===== config.mk =====
export PLATFORM = sky130hd
export DESIGN_NAME = b8t_timer
export DESIGN_NICKNAME = d
export VERILOG_FILES = /design/src/pkg/b8t_pkg.sv /design/src/rtl/b8t_sync.sv /design/src/rtl/b8t_prescaler.sv /design/src/rtl/b8t_timer.sv
export VERILOG_INCLUDE_DIRS = /design/src /design/src/pkg
export SDC_FILE = /design/constraint.sdc
export NUM_CORES = 1
export LEC_CHECK = 0
export BUFFER_PORTS_ARGS = -buffer_cell sky130_fd_sc_hd__buf_2
export CAP_MARGIN = 25
export CORE_MARGIN = 8
export CORE_UTILIZATION = 35
export CTS_BUF_LIST = sky130_fd_sc_hd__clkbuf_4 sky130_fd_sc_hd__clkbuf_8
export CTS_CLUSTER_SIZE = 16
export DETAILED_ROUTE_END_ITERATION = 12
export PLACE_DENSITY_LB_ADDON = 0.1
export REMOVE_ABC_BUFFERS = 1
export SLEW_MARGIN = 0
export SYNTH_ARGS = -nofsm -noshare
export SYNTH_HDL_FRONTEND = slang
export SYNTH_HIERARCHICAL = 1
export SYNTH_SLANG_ARGS = --single-unit

===== constraint.sdc =====
create_clock -name pclk -period 3.6 [get_ports pclk]
set_clock_uncertainty 0.15 [all_clocks]
set_input_delay 0.54 -clock pclk [delete_from_list [all_inputs] [get_ports pclk]]
set_output_delay 0.54 -clock pclk [all_outputs]
set_load 0.005 [all_outputs]

===== src/pkg/b8t_defs.svh =====
// register offsets, field positions and reset values of the basic timer
// Notes on behaviour
// - 8-bit up-counter restarts from zero after reaching reload value and raises update on overflow
// - prescaler is a 16-bit counter dividing by two to the 4-bit setting
// - prescale setting has preload and shadow copies; reads return preload
// - prescaler runs straight from the system clock and clocks the counter; slave mode 111 bypasses it
// - reload preload enable clear: reload writes act at once; set: buffered
// - one-pulse clears count enable at next update; count enable starts counter
// - update source select 1 limits update requests to overflow only
// - update inhibit clear: overflow or software request makes update, loads shadows
// - update inhibit set: no update, shadows kept; software request still reinits
// - master select 000 puts software update request or slave mode reset on trigger output
// - master select 001 puts counter enable on trigger output
// - master select 010 puts update event on trigger output; rest reserved
// - master slave sync delays trigger input effect by one cycle
// - trigger source select picks one of four internal triggers
// - slave mode 000 disables slave control; prescaler runs from clock
// - slave mode 100: rising trigger reinitializes counter and makes update
// - slave mode 101: counter counts only while trigger is high
// - slave mode 110: rising trigger sets count enable without reset
// - slave mode 111: each rising trigger edge advances the counter while count enable is set
// - update dma enable requests dma under same conditions as update flag
// - two interrupt sources, update and trigger, each with enable bit
// - trigger interrupt enable gates trigger interrupt request
// - software update request reinitializes counter and prescaler, self-clears
// - trigger flag set on active trigger edge, both edges gated; software clears
`ifndef B8T_DEFS_SVH
`define B8T_DEFS_SVH
`define B8T_OFF_CTRL1 12'h000
`define B8T_OFF_CTRL2 12'h004
`define B8T_OFF_SMODE 12'h008
`define B8T_OFF_DMAEN 12'h00C
`define B8T_OFF_IRQEN 12'h010
`define B8T_OFF_STAT 12'h014
`define B8T_OFF_EVGEN 12'h018
`define B8T_OFF_CNT 12'h01C
`define B8T_OFF_PRESCALE 12'h020
`define B8T_OFF_RELOAD 12'h024
`define B8T_RST_RELOAD 8'hFF
`define B8T_BIT_RLPRE 7
`define B8T_BIT_ONEPULSE 3
`define B8T_BIT_UPDSRC 2
`define B8T_BIT_UPDINH 1
`define B8T_BIT_CNTEN 0
`define B8T_BIT_MSSYNC 7
`define B8T_BIT_TFLAG 6
`define B8T_BIT_UFLAG 0
`define B8T_BIT_TGEN 6
`define B8T_BIT_UGEN 0
`endif


===== src/pkg/b8t_pkg.sv =====
// types of the basic timer
package b8t_pkg;
  typedef enum logic [2:0] {
    B8T_SLV_OFF = 3'b000,
    B8T_SLV_RESET = 3'b100,
    B8T_SLV_GATED = 3'b101,
    B8T_SLV_TRIG = 3'b110,
    B8T_SLV_EXTCK = 3'b111
  } b8t_slave_type;
  typedef enum logic [2:0] {
    B8T_MST_RESET = 3'b000,
    B8T_MST_ENABLE = 3'b001,
    B8T_MST_UPDATE = 3'b010
  } b8t_master_type;
  typedef struct packed {
    logic update_irq;
    logic trigger_irq;
    logic update_dma;
    logic trigger_out;
  } b8t_events_type;
endpackage


===== src/rtl/b8t_sync.sv =====
`timescale 1ns/10ps
// two flip-flop synchroniser with rising and falling edge detect
module b8t_sync (
  // clock and reset
  input wire logic pclk,
  input wire logic presetn,
  // signal
  input wire logic din,
  output logic dout,
  output logic rise,
  output logic fall
);
  logic meta_r;
  logic sync_r;
  logic last_r;
  always_ff @(posedge pclk or negedge presetn) begin
    if (!presetn) begin
      meta_r <= 1'b0;
      sync_r <= 1'b0;
      last_r <= 1'b0;
    end else begin
      meta_r <= din;
      sync_r <= meta_r;
      last_r <= sync_r;
    end
  end
  assign dout = sync_r;
  assign rise = sync_r & ~last_r;
  assign fall = ~sync_r & last_r;
endmodule // b8t_sync


===== src/rtl/b8t_prescaler.sv =====
`timescale 1ns/10ps
// power-of-two prescaler producing counter clock ticks
module b8t_prescaler #(
  parameter int PW = 16,
  parameter int SW = 4
) (
  // clock and reset
  input wire logic pclk,
  input wire logic presetn,
  // control
  input wire logic run,
  input wire logic clear,
  input wire logic [SW-1:0] shift,
  // tick out
  output logic tick
);
  logic [PW-1:0] cnt_r;
  logic [PW-1:0] limit;
  logic at_limit;
  // divide by 2**shift; shift 0 ticks every cycle
  assign limit = (PW'(1) << shift) - PW'(1);
  assign at_limit = (cnt_r == limit);
  assign tick = run & at_limit & ~clear;
  always_ff @(posedge pclk or negedge presetn) begin
    if (!presetn) begin
      cnt_r <= '0;
    end else if (clear || (run && at_limit)) begin
      cnt_r <= '0;
    end else if (run) begin
      cnt_r <= cnt_r + PW'(1);
    end
  end
endmodule // b8t_prescaler


===== src/rtl/b8t_timer.sv =====
`timescale 1ns/10ps
`include "b8t_defs.svh"
// 8-bit basic timer with apb register slave
module b8t_timer (
  // clock and reset
  input wire logic pclk,
  input wire logic presetn,
  // apb slave
  input wire logic psel,
  input wire logic penable,
  input wire logic pwrite,
  input wire logic [11:0] paddr,
  input wire logic [31:0] pwdata,
  output logic [31:0] prdata,
  output logic pready,
  output logic pslverr,
  // internal triggers from other timers
  input wire logic [3:0] internal_trigger,
  // events
  output b8t_pkg::b8t_events_type events
);
  import b8t_pkg::*;

  ////////////////////////////////////////////////////////////////////////
  // registers
  logic [7:0] ctrl1_r;
  logic [2:0] master_sel_r;
  logic [7:0] smode_r;
  logic dma_en_r;
  logic trig_irq_en_r;
  logic upd_irq_en_r;
  logic tflag_r;
  logic uflag_r;
  logic [7:0] cnt_r;
  logic [3:0] presc_pre_r;
  logic [3:0] presc_act_r;
  logic [7:0] reload_pre_r;
  logic [7:0] reload_act_r;
  logic msm_dly_rise_r;
  logic msm_dly_level_r;
  logic msm_dly_fall_r;
  logic [31:0] prdata_r;
  b8t_events_type events_r;

  ////////////////////////////////////////////////////////////////////////
  // apb decode: zero wait states, unmapped addresses answer slverr
  logic wr_en;
  logic rd_en;
  logic hit_ctrl1, hit_ctrl2, hit_smode, hit_dmaen, hit_irqen;
  logic hit_stat, hit_evgen, hit_cnt, hit_presc, hit_reload, hit_any;
  assign hit_ctrl1 = (paddr == `B8T_OFF_CTRL1);
  assign hit_ctrl2 = (paddr == `B8T_OFF_CTRL2);
  assign hit_smode = (paddr == `B8T_OFF_SMODE);
  assign hit_dmaen = (paddr == `B8T_OFF_DMAEN);
  assign hit_irqen = (paddr == `B8T_OFF_IRQEN);
  assign hit_stat = (paddr == `B8T_OFF_STAT);
  assign hit_evgen = (paddr == `B8T_OFF_EVGEN);
  assign hit_cnt = (paddr == `B8T_OFF_CNT);
  assign hit_presc = (paddr == `B8T_OFF_PRESCALE);
  assign hit_reload = (paddr == `B8T_OFF_RELOAD);
  assign hit_any = hit_ctrl1 | hit_ctrl2 | hit_smode | hit_dmaen |
                   hit_irqen | hit_stat | hit_evgen | hit_cnt |
                   hit_presc | hit_reload;
  assign wr_en = psel & penable & pwrite & hit_any;
  assign rd_en = psel & ~penable & ~pwrite;
  assign pready = 1'b1;
  assign pslverr = psel & penable & ~hit_any;

  logic [7:0] rd_mux;
  assign rd_mux =
    hit_ctrl1 ? {ctrl1_r[7], 3'b000, ctrl1_r[3:0]} :
    hit_ctrl2 ? {1'b0, master_sel_r, 4'h0} :
    hit_smode ? {smode_r[7:4], 1'b0, smode_r[2:0]} :
    hit_dmaen ? {7'h00, dma_en_r} :
    hit_irqen ? {1'b0, trig_irq_en_r, 5'h00, upd_irq_en_r} :
    hit_stat ? {1'b0, tflag_r, 5'h00, uflag_r} :
    hit_cnt ? cnt_r :
    hit_presc ? {4'h0, presc_pre_r} :
    hit_reload ? reload_pre_r : 8'h00;

  ////////////////////////////////////////////////////////////////////////
  // trigger input selection and synchronisation
  logic [1:0] trig_src_sel;
  logic [3:0] itr_lvl, itr_rise, itr_fall;
  logic trig_lvl_s, trig_rise_s, trig_fall_s;
  logic trig_lvl, trig_rise, trig_fall;
  logic trig_src_ok;
  b8t_slave_type smode;
  assign trig_src_ok = ~smode_r[6];                   // codes 1xx reserved
  assign trig_src_sel = smode_r[5:4];
  assign smode = b8t_slave_type'(smode_r[2:0]);

  // every trigger pin is synchronised before the selector reads it
  for (genvar g = 0; g < 4; g++) begin : g_trig_sync
    b8t_sync u_trig_sync (
      .pclk(pclk),
      .presetn(presetn),
      .din(internal_trigger[g]),
      .dout(itr_lvl[g]),
      .rise(itr_rise[g]),
      .fall(itr_fall[g])
    );
  end
  assign trig_lvl_s = trig_src_ok & itr_lvl[trig_src_sel];
  assign trig_rise_s = trig_src_ok & itr_rise[trig_src_sel];
  assign trig_fall_s = trig_src_ok & itr_fall[trig_src_sel];

  // optional one-cycle delay of trigger effect
  always_ff @(posedge pclk or negedge presetn) begin
    if (!presetn) begin
      msm_dly_rise_r <= 1'b0;
      msm_dly_level_r <= 1'b0;
      msm_dly_fall_r <= 1'b0;
    end else begin
      msm_dly_rise_r <= trig_rise_s;
      msm_dly_level_r <= trig_lvl_s;
      msm_dly_fall_r <= trig_fall_s;
    end
  end
  assign trig_rise = smode_r[`B8T_BIT_MSSYNC] ? msm_dly_rise_r : trig_rise_s;
  assign trig_lvl = smode_r[`B8T_BIT_MSSYNC] ? msm_dly_level_r : trig_lvl_s;
  assign trig_fall = smode_r[`B8T_BIT_MSSYNC] ? msm_dly_fall_r : trig_fall_s;

  ////////////////////////////////////////////////////////////////////////
  // slave mode effects
  logic slave_reset, gated_on, trig_start, ext_edge, trig_event;
  assign slave_reset = (smode == B8T_SLV_RESET) & trig_rise;
  assign gated_on = (smode == B8T_SLV_GATED) & trig_lvl;
  assign trig_start = (smode == B8T_SLV_TRIG) & trig_rise;
  assign ext_edge = (smode == B8T_SLV_EXTCK) & trig_rise;
  // gated mode flags both edges, other slave modes the rising one
  assign trig_event = (smode == B8T_SLV_GATED) ? (trig_rise | trig_fall) :
                      (smode != B8T_SLV_OFF) & trig_rise;

  ////////////////////////////////////////////////////////////////////////
  // software events
  logic sw_update_request, sw_trig_gen;
  assign sw_update_request = wr_en & hit_evgen & pwdata[`B8T_BIT_UGEN];
  assign sw_trig_gen = wr_en & hit_evgen & pwdata[`B8T_BIT_TGEN];

  ////////////////////////////////////////////////////////////////////////
  // counting
  logic count_enable, counter_enable_sig, presc_run, presc_clear, presc_tick;
  logic cnt_tick, overflow, reinit, update_event, upd_req, flag_set_u;
  logic upd_inhibit, upd_src_sel;
  assign count_enable = ctrl1_r[`B8T_BIT_CNTEN];
  assign upd_inhibit = ctrl1_r[`B8T_BIT_UPDINH];
  assign upd_src_sel = ctrl1_r[`B8T_BIT_UPDSRC];
  // enable seen by other timers: bit or gated trigger
  assign counter_enable_sig = count_enable | gated_on;
  // external clock mode bypasses the prescaler; gated runs only while high
  assign presc_run = (smode == B8T_SLV_EXTCK) ? 1'b0 :
                     (smode == B8T_SLV_GATED) ? gated_on :
                     count_enable;
  assign reinit = sw_update_request | slave_reset;
  assign presc_clear = reinit;

  b8t_prescaler #(
    .PW(16),
    .SW(4)
  ) u_presc (
    .pclk(pclk),
    .presetn(presetn),
    .run(presc_run),
    .clear(presc_clear),
    .shift(presc_act_r),
    .tick(presc_tick)
  );

  assign cnt_tick = ((smode == B8T_SLV_EXTCK) ? (count_enable & ext_edge)
                                              : presc_tick) & ~reinit;
  assign overflow = cnt_tick & (cnt_r == reload_act_r);
  // update event from overflow or reinit unless inhibited
  assign update_event = ~upd_inhibit & (overflow | reinit);
  // request source: overflow only when selected
  assign upd_req = update_event & (~upd_src_sel | overflow);
  assign flag_set_u = upd_req;

  ////////////////////////////////////////////////////////////////////////
  // counter and shadow registers
  logic [7:0] reload_wdata;
  assign reload_wdata = pwdata[7:0];
  always_ff @(posedge pclk or negedge presetn) begin
    if (!presetn) begin
      cnt_r <= 8'h00;
    end else if (reinit || overflow) begin
      cnt_r <= 8'h00;
    end else if (wr_en && hit_cnt) begin
      cnt_r <= pwdata[7:0];
    end else if (cnt_tick) begin
      cnt_r <= cnt_r + 8'h01;
    end
  end

  always_ff @(posedge pclk or negedge presetn) begin
    if (!presetn) begin
      presc_pre_r <= 4'h0;
      presc_act_r <= 4'h0;
      reload_pre_r <= `B8T_RST_RELOAD;
      reload_act_r <= `B8T_RST_RELOAD;
    end else begin
      if (wr_en && hit_presc) begin
        presc_pre_r <= pwdata[3:0];
      end
      if (wr_en && hit_reload) begin
        reload_pre_r <= reload_wdata;
      end
      if (update_event) begin
        presc_act_r <= presc_pre_r;
      end
      // unbuffered reload takes writes at once
      if (wr_en && hit_reload && !ctrl1_r[`B8T_BIT_RLPRE]) begin
        reload_act_r <= reload_wdata;
      end else if (update_event) begin
        reload_act_r <= reload_pre_r;
      end
    end
  end

  ////////////////////////////////////////////////////////////////////////
  // control registers
  logic cnten_set, cnten_clr;
  assign cnten_set = trig_start;
  assign cnten_clr = ctrl1_r[`B8T_BIT_ONEPULSE] & update_event;
  always_ff @(posedge pclk or negedge presetn) begin
    if (!presetn) begin
      ctrl1_r <= 8'h00;
      master_sel_r <= 3'b000;
      smode_r <= 8'h00;
      dma_en_r <= 1'b0;
      trig_irq_en_r <= 1'b0;
      upd_irq_en_r <= 1'b0;
    end else begin
      if (wr_en && hit_ctrl1) begin
        ctrl1_r <= {pwdata[7], 3'b000, pwdata[3:0]};
      end else if (cnten_set) begin
        ctrl1_r[`B8T_BIT_CNTEN] <= 1'b1;
      end else if (cnten_clr) begin
        ctrl1_r[`B8T_BIT_CNTEN] <= 1'b0;
      end
      if (wr_en && hit_ctrl2) begin
        master_sel_r <= pwdata[6:4];
      end
      if (wr_en && hit_smode) begin
        smode_r <= {pwdata[7:4], 1'b0, pwdata[2:0]};
      end
      if (wr_en && hit_dmaen) begin
        dma_en_r <= pwdata[0];
      end
      if (wr_en && hit_irqen) begin
        trig_irq_en_r <= pwdata[6];
        upd_irq_en_r <= pwdata[0];
      end
    end
  end

  ////////////////////////////////////////////////////////////////////////
  // status flags: write zero clears, a set in the same cycle wins
  logic stat_wr, tflag_set;
  assign stat_wr = wr_en & hit_stat;
  assign tflag_set = trig_event | sw_trig_gen;
  always_ff @(posedge pclk or negedge presetn) begin
    if (!presetn) begin
      tflag_r <= 1'b0;
      uflag_r <= 1'b0;
    end else begin
      if (tflag_set) begin
        tflag_r <= 1'b1;
      end else if (stat_wr && !pwdata[`B8T_BIT_TFLAG]) begin
        tflag_r <= 1'b0;
      end
      if (flag_set_u) begin
        uflag_r <= 1'b1;
      end else if (stat_wr && !pwdata[`B8T_BIT_UFLAG]) begin
        uflag_r <= 1'b0;
      end
    end
  end

  ////////////////////////////////////////////////////////////////////////
  // trigger output and request outputs
  logic trig_out_nxt;
  always_comb begin
    case (b8t_master_type'(master_sel_r))
      B8T_MST_RESET: trig_out_nxt = reinit;
      B8T_MST_ENABLE: trig_out_nxt = counter_enable_sig;
      B8T_MST_UPDATE: trig_out_nxt = update_event;
      default: trig_out_nxt = 1'b0;
    endcase
  end

  always_ff @(posedge pclk or negedge presetn) begin
    if (!presetn) begin
      events_r <= '0;
      prdata_r <= 32'h0000_0000;
    end else begin
      events_r.update_irq <= upd_irq_en_r & (uflag_r | flag_set_u);
      events_r.trigger_irq <= trig_irq_en_r & (tflag_r | tflag_set);
      events_r.update_dma <= dma_en_r & flag_set_u;
      events_r.trigger_out <= trig_out_nxt;
      if (rd_en) begin
        prdata_r <= {24'h00_0000, rd_mux};
      end
    end
  end
  assign events = events_r;
  assign prdata = prdata_r;
endmodule // b8t_timer


==> impl_metrics.json <==
{
  "status": "finished, violations left",
  "violations": "setup timing",
  "clockRootBuffer": "clkbuf_8",
  "grt_pass1_wl_um": 24290,
  "post-dp-hpwl_um": 11360,
  "async_reset_ff_share_pct": 100.0,
  "cap_viol_max_count": 0,
  "drc": 0,
  "initial_core_util_pct": 35.79,
  "postLayoutCoreUtil_pct": 41.80,
  "rsz0062_at_grt": "true",
  "crit_arrival_ns": 3.85,
  "core_area_um2": 15830,
  "grt_max_degree": 64,
  "first_iter_violations": 402,
  "die_x_um": 143.2,
  "rows": 46,
  "worstPathRequired_ns": 3.71,
  "area_delta_synth_final_pct": 16.81,
  "drt_pass1_iterations": 5,
  "period_minus_slack_ns": 3.732,
  "layout_setup_ws_ns": -0.1323,
  "rr_worst_depth": 15,
  "ios": 91,
  "synth_seq_cells": 95,
  "worst_slew_pin_slew_ns": 0.7485,
  "holdPathStages": 1,
  "slew_viol_final": 0,
  "synth_cell_types": 77,
  "wl_per_cell_um": 18.00,
  "drt-total-wl_um": 15370,
  "diodes": 0,
  "setup_viol": 16,
  "max_freq_ghz": 0.2679,
  "cts_tree": "built",
  "layout.nets": 689,
  "cts_buffer_depth": 2,
  "die_area_um2": 20510,
  "end_kind": "flop",
  "timing.slew.headroom_pct": 48.81,
  "antenna_found_initial": 0,
  "grt_pass1_vias": 4373,
  "hold_violations": 0,
  "critPathKind": "reg2reg",
  "cp_max_fo": 5,
  "syn-instance-count": 555,
  "whs_ns": 0.1202,
  "p_leak_nw": 2.980,
  "ys.warnings.count": 6,
  "synth_edf_count": 0,
  "clock_sinks": 95,
  "irDropWorstVdd_mv": 0.1824,
  "ys.flop_type": "dfrtp_1",
  "viasPerCell": 5.253,
  "power_density_nw_per_um2": 409.0,
  "antenna_left": 0,
  "hold_class": "in2reg",
  "cp-start-kind": "flop",
  "h-tree-depth": 3,
  "fin_crit_sh_pct": 103.7,
  "vias": 4486,
  "drive_gt1_share_pct": 31.82,
  "placed_area_um2": 6222,
  "grtUsageTotal_pct": 15.32,
  "mappedNetlistArea_um2": 5664,
  "yosysSeqAreaShare_pct": 42.32,
  "grt_overflow": 0,
  "final_area_um2": 6616,
  "insertion_delay_ns": 0.37,
  "dieHeight_um": 143.2,
  "clk_pin_slew_ns": 0.09,
  "cts_buffers": 9,
  "port_buffers": 41,
  "synth.avg_cell_area_um2": 10.21,
  "place.gp.congestion": 0.8646
}
## cells by family (layout without fill, tap and decap cells)
| kind of cell | count (synthesis) | count (layout) | synth area share (%) |
|---|---|---|---|
| flip-flops | 95 | 95 | 42.32 |
| adder cells (fa/ha/maj) | 3 | 3 | 0.6628 |
| XOR/XNOR | 37 | 37 | 5.854 |
| other | 2 | 25 | 0.1326 |
| buffers and inverters | 58 | 118 | 6.561 |
| AND/OR/NAND/NOR | 208 | 208 | 21.78 |
| multiplexers | 49 | 49 | 9.631 |
| AO/OA/AOI/OAI | 103 | 103 | 13.06 |
## worst paths after layout
path                                                    from                                 to  slack [ns]
hold reg to reg            g_trig_sync[3].u_trig_sync/meta_r    g_trig_sync[3].u_trig_sync/dout        0.21
setup / recovery                                  smode_r[4]                          events[0]       -0.13
setup reg to reg                                  smode_r[4]                          events[0]       -0.13
min in group asynchronous                            presetn                          prdata[4]        0.44
hold / removal                           internal_trigger[0]  g_trig_sync[0].u_trig_sync/meta_r        0.12
max in group asynchronous                            presetn                            tflag_r        2.01
## critical path, cell delays in order (launching register included)
cell	delay (ns)
dfrtp_2	0.44
mux2i_1	0.15
a2111o_1	0.45
a211oi_2	0.23
a21o_1	0.14
nand2b_1	0.10
a2111oi_2	0.21
o211ai_1	0.20
nor4b_4	0.27
nand4_1	0.17
nor2_1	0.15
mux2_4	0.17
a31o_4	0.13
a211oi_4	0.08
or4b_1	0.51
o41ai_2	0.07
## repair_timing
action | CTS | global route
pin swaps | 18 | 4
endpoints found under the hold margin | 15 | 0
buffers inserted | 14 | 2
resized for setup | 7 | 6
setup endpoints to repair | 25 | 25
hold buffers | 1 | 0
## synthesized netlist by cell type, types with 4 or more instances
cell / number / area, µm²
dfrtp_1: 79 / 1977
nor2_1: 51 / 191.4
mux2_2: 34 / 382.9
nand2_1: 30 / 112.6
buf_4: 25 / 187.7
xnor2_1: 21 / 183.9
a21oi_1: 19 / 95.09
dfstp_2: 16 / 420.4
nand3_1: 15 / 75.07
o21ai_0: 15 / 75.07
xor2_1: 15 / 131.4
mux2i_1: 14 / 140.1
clkbuf_1: 12 / 45.04
nor2b_1: 12 / 75.07
nor3_1: 12 / 60.06
a211oi_1: 10 / 75.07
and2_4: 10 / 87.58
and3_1: 10 / 62.56
nand4_1: 10 / 62.56
and2_1: 9 / 56.30
a22oi_1: 8 / 60.06
buf_6: 7 / 78.83
a31oi_1: 6 / 37.54
buf_2: 6 / 30.03
inv_1: 6 / 22.52
nand2b_1: 6 / 37.54
or3_1: 6 / 37.54
nor3b_1: 5 / 37.54
and2b_2: 4 / 35.03
nor4b_1: 4 / 35.03
o211ai_1: 4 / 30.03
## cells in the final DEF, fill, tap and decap left out, types with 9 or more instances in the layout
| master | Yosys | layout |
|---|---|---|
| xor2_1 | 15 | 15 |
| nand4_1 | 10 | 10 |
| conb_1 | 2 | 25 |
| a21oi_1 | 19 | 18 |
| buf_4 | 25 | 51 |
| and2_4 | 10 | 10 |
| and3_1 | 10 | 10 |
| nand2_1 | 30 | 30 |
| nor2b_1 | 12 | 12 |
| o21ai_0 | 15 | 15 |
| buf_2 | 6 | 40 |
| nand3_1 | 15 | 15 |
| dfstp_2 | 16 | 16 |
| mux2_2 | 34 | 33 |
| dfrtp_1 | 79 | 78 |
| and2_1 | 9 | 9 |
| nor2_1 | 51 | 51 |
| clkbuf_8 | 0 | 9 |
| xnor2_1 | 21 | 21 |
| nor3_1 | 12 | 12 |
| mux2i_1 | 14 | 14 |
## area by class of cell
type | instances | area [µm²]
well taps | 216 | 270.3
repair buffers | 96 | 680.7
inverters | 6 | 22.52
flip-flops and latches | 95 | 2399
clock buffers | 11 | 138.9
multi-input cells | 425 | 3047
clock inverters | 5 | 58.81
fillers | 1604 | 9211
## flip-flops by register name (all words and copies together), names as in the netlist
signal,count
presc_pre_r,4
smode_r,7
ctrl1_r,5
uflag_r,1
g_trig_sync.u_trig_sync/meta_r,4
g_trig_sync.u_trig_sync/dout,4
u_presc/cnt_r,16
trig_irq_en_r,1
events,4
master_sel_r,3
tflag_r,1
reload_pre_r,8
upd_irq_en_r,1
cnt_r,8
prdata,8
dma_en_r,1
reload_act_r,8
presc_act_r,4
msm_dly_level_r,1
msm_dly_rise_r,1
msm_dly_fall_r,1
g_trig_sync.u_trig_sync/last_r,4
## layer usage
layer	vias to the layer above	part of all wire, %	global-route usage [%]
li1	2119	-	-
met1	2237	49	21.66
met2	115	46	23.24
met3	15	4.3	2.337
met4	0	1.2	5.257
met5	-	0	0
## power breakdown
group          switching [mW]  internal [mW]
combinational           0.323          0.364
sequential              0.132           1.16
clock                   0.394          0.339
## metrics by stage
| stage | instances | TNS, ns | power, mW | worst slack, ns |
|---|---|---|---|---|
| floorplan | 526 | -9.335 | 1.683 | -0.6301 |
| CTS | 852 | -1.145 | 2.724 | -0.1508 |
| global placement | 820 | -3.575 | 1.921 | -0.2418 |
| finish | 854 | -0.8635 | 2.706 | -0.1323 |
| global route | 854 | -6.736 | 2.870 | -0.3631 |
| detailed placement | 821 | -5.557 | 1.934 | -0.3232 |
Note: power is estimated with default switching activity, not from simulation.
